[src/pkg/oag_pkg.sv]
package oag_pkg;

    // ==========================================================
    // Addressing modes
    typedef enum logic [2:0] {
        OAG_MODE_REG,
        OAG_MODE_IND_REG,
        OAG_MODE_INDEXED,
        OAG_MODE_DIRECT,
        OAG_MODE_IND_ADDR,
        OAG_MODE_RELATIVE,
        OAG_MODE_IMMEDIATE,
        OAG_MODE_STACK
    } oag_mode_e;

    // ==========================================================
    // Target spaces
    typedef enum logic [1:0] {
        OAG_SPACE_REGFILE,
        OAG_SPACE_PROGMEM,
        OAG_SPACE_EXTMEM,
        OAG_SPACE_NONE
    } oag_space_e;

    // ==========================================================
    // Instruction classes that restrict modes
    typedef enum logic [2:0] {
        OAG_CLS_GENERAL_LOAD,
        OAG_CLS_PROGMEM_LOAD,
        OAG_CLS_EXTDATA_LOAD,
        OAG_CLS_CALL,
        OAG_CLS_JUMP,
        OAG_CLS_REL_BRANCH,
        OAG_CLS_OTHER
    } oag_class_e;

    // ==========================================================
    // Field layout and constants
    localparam logic [3:0] OAG_WREG_PREFIX = 4'h000c;
    localparam int OAG_WIN_BIT = 3;
    localparam logic [7:0] OAG_SET1_BASE = 8'h00c0;
    localparam logic [1:0] OAG_SET1_HI = 2'h0003;
    localparam logic [7:0] OAG_ZERO_BYTE = 8'h0000;
    localparam logic [15:0] OAG_ZERO_WORD = 16'h0000;
    localparam logic [7:0] OAG_ONE_BYTE = 8'h0001;
    localparam logic [7:0] OAG_SP_RESET = 8'h00ff;
    localparam logic [7:0] OAG_WIN0_RESET = 8'h00c0;
    localparam logic [7:0] OAG_WIN1_RESET = 8'h00c8;

endpackage

[src/rtl/oag_top.sv]
`timescale 1ns/100ps

// Operation
// - Eight addressing modes; each instruction class accepts only some.
// - Register mode: operand is the named register or pair.
// - Working registers: window pointer selects 8-byte slice, instruction picks register.
// - Indirect register: register content is the operand address.
// - Any byte register points into register file; pairs into memory.
// - Indirect register access never reaches set-1 locations C0-FF.
// - Indexed access never reaches set-1 locations C0-FF.
// - Short indexed offset is sign-extended, memory index only.
// - Register-file index: instruction base plus working-register offset.
// - Memory index: working pair base plus 8- or 16-bit offset.
// - Only general load indexes register file; memory loads index memory.
// - Direct mode carries 16-bit address; jump and call load it to PC.
// - Memory loads accept direct address as source or destination.
// - Indirect address mode reads vector in lowest 256 bytes; call only.
// - Indirect address pointer is 8 bits with upper bits zero.
// - Relative: signed displacement added to PC of following instruction.
// - Relative mode used by bit-test, decrement, compare and short jumps.
// - Immediate operand comes from the instruction field, byte or word.
// - Push pre-decrements stack address; pop post-increments it.
// - 4-bit address: top bit picks window pointer, 5+3 bits concatenated.
module oag_top (
    input wire logic core_clk,
    input wire logic rst_n,
    input wire logic clk_en,
    input wire logic req_valid,
    input wire oag_pkg::oag_mode_e mode,
    input wire oag_pkg::oag_class_e instr_class,
    input wire logic [7:0] reg_field,
    input wire logic pair_sel,
    input wire logic short_offset,
    input wire logic word_operand,
    input wire logic [15:0] operand_field,
    input wire logic [15:0] pc_next,
    input wire logic [15:0] reg_value,
    input wire logic push_req,
    input wire logic pop_req,
    input wire logic [7:0] first_window_pointer,
    input wire logic [7:0] second_window_pointer,
    input wire logic [7:0] page_select_reg,
    output logic [7:0] reg_addr_r,
    output logic [15:0] eff_addr_r,
    output oag_pkg::oag_space_e space_r,
    output logic [15:0] operand_r,
    output logic operand_valid_r,
    output logic pc_load_r,
    output logic vector_fetch_r,
    output logic illegal_r,
    output logic done_r,
    output logic [7:0] stack_pointer_low_byte,
    output logic [7:0] stack_addr_r
);

    // ==========================================================
    // Register address forming
    // Both 4-bit and 1100b-prefixed 8-bit forms use the window
    logic is_wreg;
    logic [7:0] win_ptr;
    logic [7:0] named_addr;
    assign is_wreg = (reg_field[7:4] == oag_pkg::OAG_WREG_PREFIX);
    assign win_ptr = reg_field[oag_pkg::OAG_WIN_BIT] ? second_window_pointer
                                                     : first_window_pointer;
    assign named_addr = is_wreg ? {win_ptr[7:3], reg_field[2:0]} : reg_field;

    // ==========================================================
    // Indirect and indexed effective addresses
    logic [7:0] ind_reg_addr;
    logic [7:0] idx_reg_addr;
    logic [15:0] short_ext;
    logic [15:0] idx_mem_addr;
    logic set1_hit_ind;
    logic set1_hit_idx;
    assign ind_reg_addr = reg_value[7:0];
    assign idx_reg_addr = operand_field[7:0] + reg_value[7:0];
    assign short_ext = {{8{operand_field[7]}}, operand_field[7:0]};
    assign idx_mem_addr = reg_value + (short_offset ? short_ext : operand_field);
    // Set-1 upper block is only reachable by register names and by stack accesses
    assign set1_hit_ind = (ind_reg_addr[7:6] == oag_pkg::OAG_SET1_HI);
    assign set1_hit_idx = (idx_reg_addr[7:6] == oag_pkg::OAG_SET1_HI);

    // ==========================================================
    // Relative, indirect-address and class permission
    logic [15:0] rel_target;
    logic [15:0] vec_addr;
    logic mem_load;
    logic mem_space_ext;
    assign rel_target = pc_next + {{8{operand_field[7]}}, operand_field[7:0]};
    assign vec_addr = {oag_pkg::OAG_ZERO_BYTE, operand_field[7:0]};
    assign mem_load = (instr_class == oag_pkg::OAG_CLS_PROGMEM_LOAD) ||
                      (instr_class == oag_pkg::OAG_CLS_EXTDATA_LOAD);
    assign mem_space_ext = (instr_class == oag_pkg::OAG_CLS_EXTDATA_LOAD);

    // ==========================================================
    // Stack pointer arithmetic
    logic [7:0] sp_dec;
    logic [7:0] sp_inc;
    assign sp_dec = stack_pointer_low_byte - oag_pkg::OAG_ONE_BYTE;
    assign sp_inc = stack_pointer_low_byte + oag_pkg::OAG_ONE_BYTE;

    // ==========================================================
    // Mode decode into next-state values
    logic [7:0] reg_addr_nxt;
    logic [15:0] eff_addr_nxt;
    oag_pkg::oag_space_e space_nxt;
    logic [15:0] operand_nxt;
    logic operand_valid_nxt;
    logic pc_load_nxt;
    logic vector_fetch_nxt;
    logic illegal_nxt;
    always_comb begin
        reg_addr_nxt = oag_pkg::OAG_ZERO_BYTE;
        eff_addr_nxt = oag_pkg::OAG_ZERO_WORD;
        space_nxt = oag_pkg::OAG_SPACE_NONE;
        operand_nxt = oag_pkg::OAG_ZERO_WORD;
        operand_valid_nxt = 1'b0;
        pc_load_nxt = 1'b0;
        vector_fetch_nxt = 1'b0;
        illegal_nxt = 1'b0;
        case (mode)
            oag_pkg::OAG_MODE_REG: begin
                reg_addr_nxt = named_addr;
                eff_addr_nxt = {oag_pkg::OAG_ZERO_BYTE, named_addr};
                space_nxt = oag_pkg::OAG_SPACE_REGFILE;
                operand_nxt = pair_sel ? reg_value
                                       : {oag_pkg::OAG_ZERO_BYTE, reg_value[7:0]};
                operand_valid_nxt = 1'b1;
            end
            oag_pkg::OAG_MODE_IND_REG: begin
                reg_addr_nxt = named_addr;
                if (mem_load) begin
                    eff_addr_nxt = reg_value;
                    space_nxt = mem_space_ext ? oag_pkg::OAG_SPACE_EXTMEM
                                              : oag_pkg::OAG_SPACE_PROGMEM;
                end else if (set1_hit_ind) begin
                    illegal_nxt = 1'b1;
                end else begin
                    eff_addr_nxt = {oag_pkg::OAG_ZERO_BYTE, ind_reg_addr};
                    space_nxt = oag_pkg::OAG_SPACE_REGFILE;
                end
            end
            oag_pkg::OAG_MODE_INDEXED: begin
                reg_addr_nxt = named_addr;
                if (mem_load) begin
                    eff_addr_nxt = idx_mem_addr;
                    space_nxt = mem_space_ext ? oag_pkg::OAG_SPACE_EXTMEM
                                              : oag_pkg::OAG_SPACE_PROGMEM;
                end else if (instr_class != oag_pkg::OAG_CLS_GENERAL_LOAD) begin
                    illegal_nxt = 1'b1;
                end else if (short_offset || set1_hit_idx) begin
                    illegal_nxt = 1'b1;
                end else begin
                    eff_addr_nxt = {oag_pkg::OAG_ZERO_BYTE, idx_reg_addr};
                    space_nxt = oag_pkg::OAG_SPACE_REGFILE;
                end
            end
            oag_pkg::OAG_MODE_DIRECT: begin
                eff_addr_nxt = operand_field;
                if (mem_load) begin
                    space_nxt = mem_space_ext ? oag_pkg::OAG_SPACE_EXTMEM
                                              : oag_pkg::OAG_SPACE_PROGMEM;
                end else if (instr_class == oag_pkg::OAG_CLS_JUMP ||
                             instr_class == oag_pkg::OAG_CLS_CALL) begin
                    space_nxt = oag_pkg::OAG_SPACE_PROGMEM;
                    pc_load_nxt = 1'b1;
                end else begin
                    illegal_nxt = 1'b1;
                end
            end
            oag_pkg::OAG_MODE_IND_ADDR: begin
                if (instr_class == oag_pkg::OAG_CLS_CALL) begin
                    eff_addr_nxt = vec_addr;
                    space_nxt = oag_pkg::OAG_SPACE_PROGMEM;
                    vector_fetch_nxt = 1'b1;
                end else begin
                    illegal_nxt = 1'b1;
                end
            end
            oag_pkg::OAG_MODE_RELATIVE: begin
                if (instr_class == oag_pkg::OAG_CLS_REL_BRANCH) begin
                    eff_addr_nxt = rel_target;
                    space_nxt = oag_pkg::OAG_SPACE_PROGMEM;
                    pc_load_nxt = 1'b1;
                end else begin
                    illegal_nxt = 1'b1;
                end
            end
            oag_pkg::OAG_MODE_IMMEDIATE: begin
                operand_nxt = word_operand ? operand_field
                                           : {oag_pkg::OAG_ZERO_BYTE, operand_field[7:0]};
                operand_valid_nxt = 1'b1;
            end
            default: begin
                // Stack access; address depends on push or pop
                space_nxt = oag_pkg::OAG_SPACE_REGFILE;
                if (push_req) begin
                    eff_addr_nxt = {oag_pkg::OAG_ZERO_BYTE, sp_dec};
                end else begin
                    eff_addr_nxt = {oag_pkg::OAG_ZERO_BYTE, stack_pointer_low_byte};
                end
            end
        endcase
    end

    // ==========================================================
    // Result registers, loaded once per accepted request
    always_ff @(posedge core_clk or negedge rst_n) begin
        if (!rst_n) begin
            reg_addr_r <= oag_pkg::OAG_ZERO_BYTE;
            eff_addr_r <= oag_pkg::OAG_ZERO_WORD;
            space_r <= oag_pkg::OAG_SPACE_NONE;
            operand_r <= oag_pkg::OAG_ZERO_WORD;
            operand_valid_r <= 1'b0;
            pc_load_r <= 1'b0;
            vector_fetch_r <= 1'b0;
            illegal_r <= 1'b0;
            done_r <= 1'b0;
        end else if (clk_en) begin
            done_r <= req_valid;
            if (req_valid) begin
                reg_addr_r <= reg_addr_nxt;
                eff_addr_r <= eff_addr_nxt;
                space_r <= space_nxt;
                operand_r <= operand_nxt;
                operand_valid_r <= operand_valid_nxt;
                pc_load_r <= pc_load_nxt;
                vector_fetch_r <= vector_fetch_nxt;
                illegal_r <= illegal_nxt;
            end
        end
    end

    // ==========================================================
    // Stack pointer: pre-decrement on push, post-increment on pop
    // Starts at FF so early pushes cannot wrap into the high byte
    logic do_push;
    logic do_pop;
    assign do_push = req_valid && (mode == oag_pkg::OAG_MODE_STACK) && push_req;
    assign do_pop = req_valid && (mode == oag_pkg::OAG_MODE_STACK) && !push_req && pop_req;
    always_ff @(posedge core_clk or negedge rst_n) begin
        if (!rst_n) begin
            stack_pointer_low_byte <= oag_pkg::OAG_SP_RESET;
            stack_addr_r <= oag_pkg::OAG_SP_RESET;
        end else if (clk_en) begin
            if (do_push) begin
                stack_pointer_low_byte <= sp_dec;
                stack_addr_r <= sp_dec;
            end else if (do_pop) begin
                stack_pointer_low_byte <= sp_inc;
                stack_addr_r <= stack_pointer_low_byte;
            end
        end
    end

endmodule

[config.mk]
export PLATFORM = sky130hd
export DESIGN_NAME = oag_top
export DESIGN_NICKNAME = d
export VERILOG_FILES = /design/src/pkg/oag_pkg.sv /design/src/rtl/oag_top.sv
export SDC_FILE = /design/constraint.sdc
export NUM_CORES = 1
export LEC_CHECK = 0
export BUFFER_PORTS_ARGS = -buffer_cell sky130_fd_sc_hd__buf_4
export CAP_MARGIN = 15
export CORE_AREA = 3 3 141 157
export DETAILED_ROUTE_END_ITERATION = 8
export DIE_AREA = 0 0 144 160
export PLACE_DENSITY = 0.56
export SLEW_MARGIN = 30
export SYNTH_ARGS = -nofsm -noshare
export SYNTH_HDL_FRONTEND = slang
export SYNTH_SLANG_ARGS = --single-unit
[constraint.sdc]
create_clock -name core_clk -period 1.9 [get_ports core_clk]
set_input_delay 0.57 -clock core_clk [delete_from_list [all_inputs] [get_ports core_clk]]
set_output_delay 0.57 -clock core_clk [all_outputs]
set_load 0.1 [all_outputs]
==> impl_metrics.toml, run 1 <==
[outcome]
status = "finished with violations"
violations = "setup timing"

[synth]
synth_ff_type = "dfrtp_1"
synth_edf_count = 0
avgSynthCellArea_sq_um = 8.224
synth.distinct_cells = 68
synth_fa_ha_area_share_pct = 9.027
synth_top_family_by_area = "compound AO/OA/AOI/OAI gates"
syn_inst = 627
synthSimpleGateAreaFrac_pct = 18.39
async_reset_ff_share_pct = 100.0
syn_nets = 758
synth_compound_area_share_pct = 29.85
synth_mux_area_share_pct = 1.432
ys_seq_elements = 63
seq_area_frac_synth_pct = 31.01
yosysWarnings = 0
synth_area_sq_mm = 0.005156
synth_xor_area_share_pct = 6.625

[place]
portBuffers = 143
preCtsSetupSlack_ps = -1021
dp_hpwl_microns = 16550
dp_cells = 1161
routabilityCongestion = 0.8983

[layout]
layout.nets = 1059
final_cell_mix = "buf_4, nor2_1, nand2_1"
area_growth_pct = 69.33
final.fill_count = 2050
n_antenna_cell = 0
finalNonFillerCells = 1189
layout-drive-gt1-share_pct = 46.30
final_common_cell = "buf_4"

[routing]
viasPerCell = 5.046
drtIter0Drc = 338
vias = 6000
drc = 0
dr.pass1.iters = 5
drt_wl_total_microns = 20610
wl_per_cell_microns = 17.33
final_antenna_net_count = 0

[clocking]
cts_root_buf = "clkbuf_16"
clk_pin_slew_worst_paths_ps = 70
clock_latency_ps = 350
cts_tree = "done"
cts.sinks = 63
clockBufferDepth = 2
cts-buffers-inserted = 9
cts_hold_buffers = 0
htree_levels = 3

[pwr]
p_leak_nw = 3.974
p_per_area_mw_per_mm2 = 808.9
irDropWorstVdd_mv = 0.5352

[global_route]
gr-total-overflow = 0
grtUsageTotal_pct = 17.84
grt_first_pass_wirelength_microns = 32290
antenna_found_initial = 1
first_global_vias = 6048
grt_max_degree = 64

[sta]
max_freq_mhz = 402.5
relSlewSlack_pct = 63.33
finalCritPeriodShare_pct = 130.8
rsz0062_at_grt = "true"
finalMaxSlewViolations = 0
setup_viol = 19
worst_slew_pin_slew_ps = 549.5
clock_skew_ps = 10.92
post-route-min-period_ps = 2484
setup_ws_ps = -584.3
final_hold_viol_count = 0

[min_path]
min_path_type = "in -> async"

[critical_path]
path_class = "in -> reg"
cp_max_fo = 4
cp-end-kind = "flip-flop"
required_ps = 2130
cp.arrival_ps = 2710
startpoint_type = "input pin"

[floorplan]
die_y_microns = 160
dieArea_sq_mm = 0.02304
start_util_pct = 25.06
design.core.area_sq_mm = 0.02058
die_w_microns = 144
core.rowCount = 55
io_pins = 158

[job]
drv_cap = 0
[Yosys cell counts (all sizes together) (3+ instances only)]
| master | instances | area share [%] |
|---|---|---|
| nand3 | 14 | 1.5 |
| mux2 | 3 | 0.66 |
| a31oi | 8 | 1.1 |
| buf | 9 | 0.83 |
| nor4 | 3 | 0.36 |
| dfrtp | 45 | 22 |
| dfstp | 18 | 9.2 |
| or3 | 5 | 0.61 |
| o21a | 8 | 1.2 |
| clkbuf | 23 | 1.7 |
| a22oi | 6 | 0.87 |
| nor2b | 3 | 0.36 |
| xnor2 | 16 | 2.7 |
| a221o | 9 | 1.7 |
| nor2 | 78 | 5.7 |
| nand3b | 3 | 0.44 |
| nor3 | 14 | 1.6 |
| a22o | 4 | 0.68 |
| nand2b | 7 | 0.85 |
| o21ai | 64 | 6.2 |
| mux2i | 4 | 0.78 |
| o31ai | 5 | 0.83 |
| and3 | 8 | 0.97 |
| a211oi | 11 | 1.6 |
| inv | 16 | 1.2 |
| ha | 34 | 8.3 |
| a21oi | 46 | 4.5 |
| xor2 | 23 | 3.9 |
| nand2 | 56 | 4.1 |
| or2 | 4 | 0.49 |
| a221oi | 28 | 4.8 |
| o31a | 3 | 0.51 |
| o211ai | 5 | 0.73 |
| a211o | 4 | 0.68 |
| and2 | 7 | 0.90 |
| a21o | 6 | 0.87 |
| o22ai | 3 | 0.36 |
[metrics by stage]
step	total power [W]	util (%)	cell area [sq um]	TNS (ps)	hold WS (ps)
2_1_floorplan	0.003940	-	5333	-9946	274.4
3_3_place_gp	0.005109	38.42	7905	-16990	453.4
3_5_place_dp	0.005122	38.42	7905	-17640	455.4
4_1_cts	0.007045	41.36	8509	-8228	220.9
5_1_grt	0.007408	42.43	8731	-9702	239.7
6_report	0.007062	42.43	8731	-8131	218.5
[path summary, 6_finish.rpt]
| kind | start | end | slack [ps] | cells after the start |
|---|---|---|---|---|
| setup / recovery | operand_field[0] | eff_addr_r[2] | -580 | 10 |
| hold / removal | rst_n | done_r | 220 | 2 |
| setup reg to reg | stack_pointer_low_byte[0] | eff_addr_r[4] | 120 | 7 |
| hold reg to reg | stack_addr_r[6] | stack_addr_r[6] | 460 | 2 |
| max in group asynchronous | rst_n | space_r[1] | 1340 | 2 |
| min in group core_clk | clk_en | done_r | 430 | 2 |
[critical path, cell delays in order]
cell and delay (ps):
buf_8 100, ha_4 160, fa_2 370, a211o_4 370
and4_4 160, nor3_4 130, a31oi_1 90, or2_1 260
and2_4 190, a221o_1 310
[logic make-up after synthesis]
| kind of cell | Yosys count |
|---|---|
| compound gates | 228 |
| xor+xnor | 39 |
| fa+ha+maj | 36 |
| buf+inv | 48 |
| flops | 63 |
| mux | 7 |
| simple gates | 206 |
[cell type report]
class	instances	area, sq um	share of cell area [%]
clock buffers	9	225.2	2.580
clock inverters	7	80.08	0.9172
inverters	16	62.56	0.7165
multi-input cells	516	3844	44.02
flip-flops and latches	63	1607	18.40
well taps	256	320.3	3.669
repair buffers	322	2592	29.69
[power breakdown]
group	total, W	internal [W]	switching (W)	leakage, nW
clock network	0.00174	0.00103	0.000715	0.143
logic	0.00363	0.00126	0.00237	3.08
registers	0.00169	0.00156	0.000133	0.750
[flip-flops by register name, summed over array words and instances, names as in the netlist]
signal	cells
stack_addr_r	8
stack_pointer_low_byte	8
done_r	1
vector_fetch_r	1
illegal_r	1
reg_addr_r	8
operand_r	16
eff_addr_r	16
operand_valid_r	1
space_r	2
pc_load_r	1
[metal layers]
| metal | track usage [%] | vias up | wire length [microns] |
|---|---|---|---|
| met2 | 30.33 | 176 | 10330 |
| met3 | 3.025 | 39 | 1000 |
| li1 | - | 2936 | - |
| met4 | 7.406 | 2 | 635 |
| met5 | 0 | - | 13 |
| met1 | 22.09 | 2847 | 8629 |
[what timing repair did]
action | 4_1_cts | 5_1_grt
gates cloned | 0 | 0
pin swaps | 35 | 27
buffers inserted | 7 | 9
setup endpoints to repair | 24 | 20
resized for setup | 46 | 31
(Power assumes the default switching activity.)
==> run 2, diff against run 1 <==
Settings changed: BUFFER_PORTS_ARGS -buffer_cell sky130_fd_sc_hd__buf_4 to default, CORE_AREA 3 3 141 157 to 10 10 148 164, CTS_BUF_LIST from default to sky130_fd_sc_hd__clkbuf_8, DIE_AREA 0 0 144 160 to 0 0 158 174, DONT_BUFFER_PORTS from default to 1, PLACE_DENSITY 0.56 to 0.5.
==> run 2 against run 1 <==
Compared with the run above: the flow still finishes with violations (setup timing); clock-buffer cell count increased by 3; setup slack improved by 150 ps; routed wire length is 2.5% higher; die area up 19%; combinational power decreased by 15%; global-route usage fell by 2.8 points.
==> impl_metrics.toml, run 2 (synthesis results as in run 1) <==
[sta]
final_hold_viol_count = 0
finalCritPeriodShare_pct = 122.8
finalMaxSlewViolations = 0
finalSetupTns_ps = -5315
setup_viol = 18
post-route-min-period_ps = 2333
rsz0062_at_grt = "true"
max_freq_mhz = 428.7
relSlewSlack_pct = 64.40
worst_slew_pin_slew_ps = 534.0
clock_skew_ps = 11.81
setup_ws_ps = -432.5

[pwr]
p_leak_nw = 3.199
p_per_area_mw_per_mm2 = 845.3
irDropWorstVdd_mv = 0.4586

[routing]
drc = 0
wl_per_cell_microns = 20.26
final_antenna_net_count = 0
drtIter0Drc = 277
vias = 5340
dr.pass1.iters = 5
viasPerCell = 5.125
drt_wl_total_microns = 21120

[layout]
area_growth_pct = 43.87
layout.nets = 907
final.fill_count = 2164
post-route-util_pct = 35.41
seq_area_sq_mm = 0.001608
final_cell_area_sq_mm = 0.007418
n_antenna_cell = 0
layout-drive-gt1-share_pct = 34.57
multi_input_area_sq_mm = 0.003785
final_common_cell = "buf_4"
top_regs = "eff_addr_r (16), operand_r (16)"
final_cell_mix = "buf_4, nor2_1, nand2_1"

[critical_path]
path_buf_inv = 1
crit_chain = "ha_4, fa_2, a211o_1, buf_4, a21oi_2, o31ai_2, o31ai_1, xor2_1, nor2_1, o32a_1"
cp.arrival_ps = 2590
cp_max_fo = 4
crit_slowest_cell = "fa_2"
critPathMaxStageDelay_ps = 340
required_ps = 2160
cp-end-kind = "flip-flop"
startpoint_type = "input pin"
crit_family = "compound AO/OA/AOI/OAI gates"
path_class = "in -> reg"

[place]
preCtsSetupSlack_ps = -855.1
portBuffers = 0
dp_hpwl_microns = 16750
place_area_sq_mm = 0.006773
routabilityCongestion = 0.8779

[clocking]
clk_pin_slew_worst_paths_ps = 80
cts_tree = "done"
htree_levels = 3
clockBufferDepth = 2
cts-buffers-inserted = 9
cts_root_buf = "clkbuf_8"
cts.sinks = 63
clock_latency_ps = 380

[floorplan]
die_w_microns = 158
dieArea_sq_mm = 0.02749
design.core.area_sq_mm = 0.02095
die_y_microns = 174
io_pins = 158
core.rowCount = 56
start_util_pct = 24.61

[global_route]
grt_max_degree = 46
use_met3_pct = 6.000
gr-usage-met1_pct = 18.07
gr-total-overflow = 0
grt_first_pass_wirelength_microns = 32090
grt_use_met2_pct = 24.95
grtUsageTotal_pct = 15.08
antenna_found_initial = 0
busiest_layer = "met2"
first_global_vias = 5320

[min_path]
min_path_type = "in -> async"

[outcome]
violations = "setup timing"
status = "finished with violations"

[job]
drv_cap = 0
## run 2: changes by cell type in the layout (fill, tap and decap cells not counted), sizes merged
cell	change
buf	-152
clkinvlp	-1
clkbuf	+3
clkinv	-2
## run 2: power breakdown
part / total, W / internal, W / switching (W)
Clock: 0.00129 / 0.000705 / 0.000585
Combinational: 0.00309 / 0.00106 / 0.00203
Sequential: 0.00189 / 0.00156 / 0.000331
## run 2: what timing repair did
item                                    CTS  global route
gates resized for setup                  34            26
endpoints found under the hold margin    45             0
buffers inserted                          3            12
endpoints found under the setup margin   25            23
pin swaps                                15            34
hold buffers                              1             0
## run 2: path summary, 6_finish.rpt
path | from | to | slack, ps | cells past startpoint
hold reg to reg | reg_addr_r[1] | reg_addr_r[1] | 510 | 1
min in group core_clk | mode[0] | vector_fetch_r | 290 | 1
max in group asynchronous | rst_n | eff_addr_r[15] | 1580 | 1
setup / recovery | operand_field[0] | eff_addr_r[12] | -430 | 10
hold / removal | rst_n | stack_pointer_low_byte[1] | 40 | 0
setup reg to reg | stack_pointer_low_byte[0] | eff_addr_r[4] | 170 | 7
## run 2: layout make-up
class	instances	share of cell area (%)
timing repair buffer	170	19.23
inverter	16	0.8433
clock buffer	12	2.226
multi-input combinational	516	51.02
sequential	63	21.67
clock inverter	4	0.6072
tap	261	4.402
## run 2: per-layer routing
layer  part of all wire [%]  vias up  wire, microns
met1                     41     2505           8592
met3                    9.6       21           2020
met4                    1.1        0            227
met5                      0        -              0
li1                       -     2636              -
met2                     49      178          10280
## run 2: through the flow
| step | total power [W] | std cells | hold WS [ps] |
|---|---|---|---|
| finish | 0.006271 | 1042 | 35.27 |
| global route | 0.006588 | 1042 | 0.6430 |
| detailed placement | 0.004742 | 1014 | 279.6 |
| CTS | 0.006198 | 1033 | 6.914 |
| floorplan | 0.003940 | 627 | 274.4 |
| global placement | 0.004734 | 1014 | 280.0 |
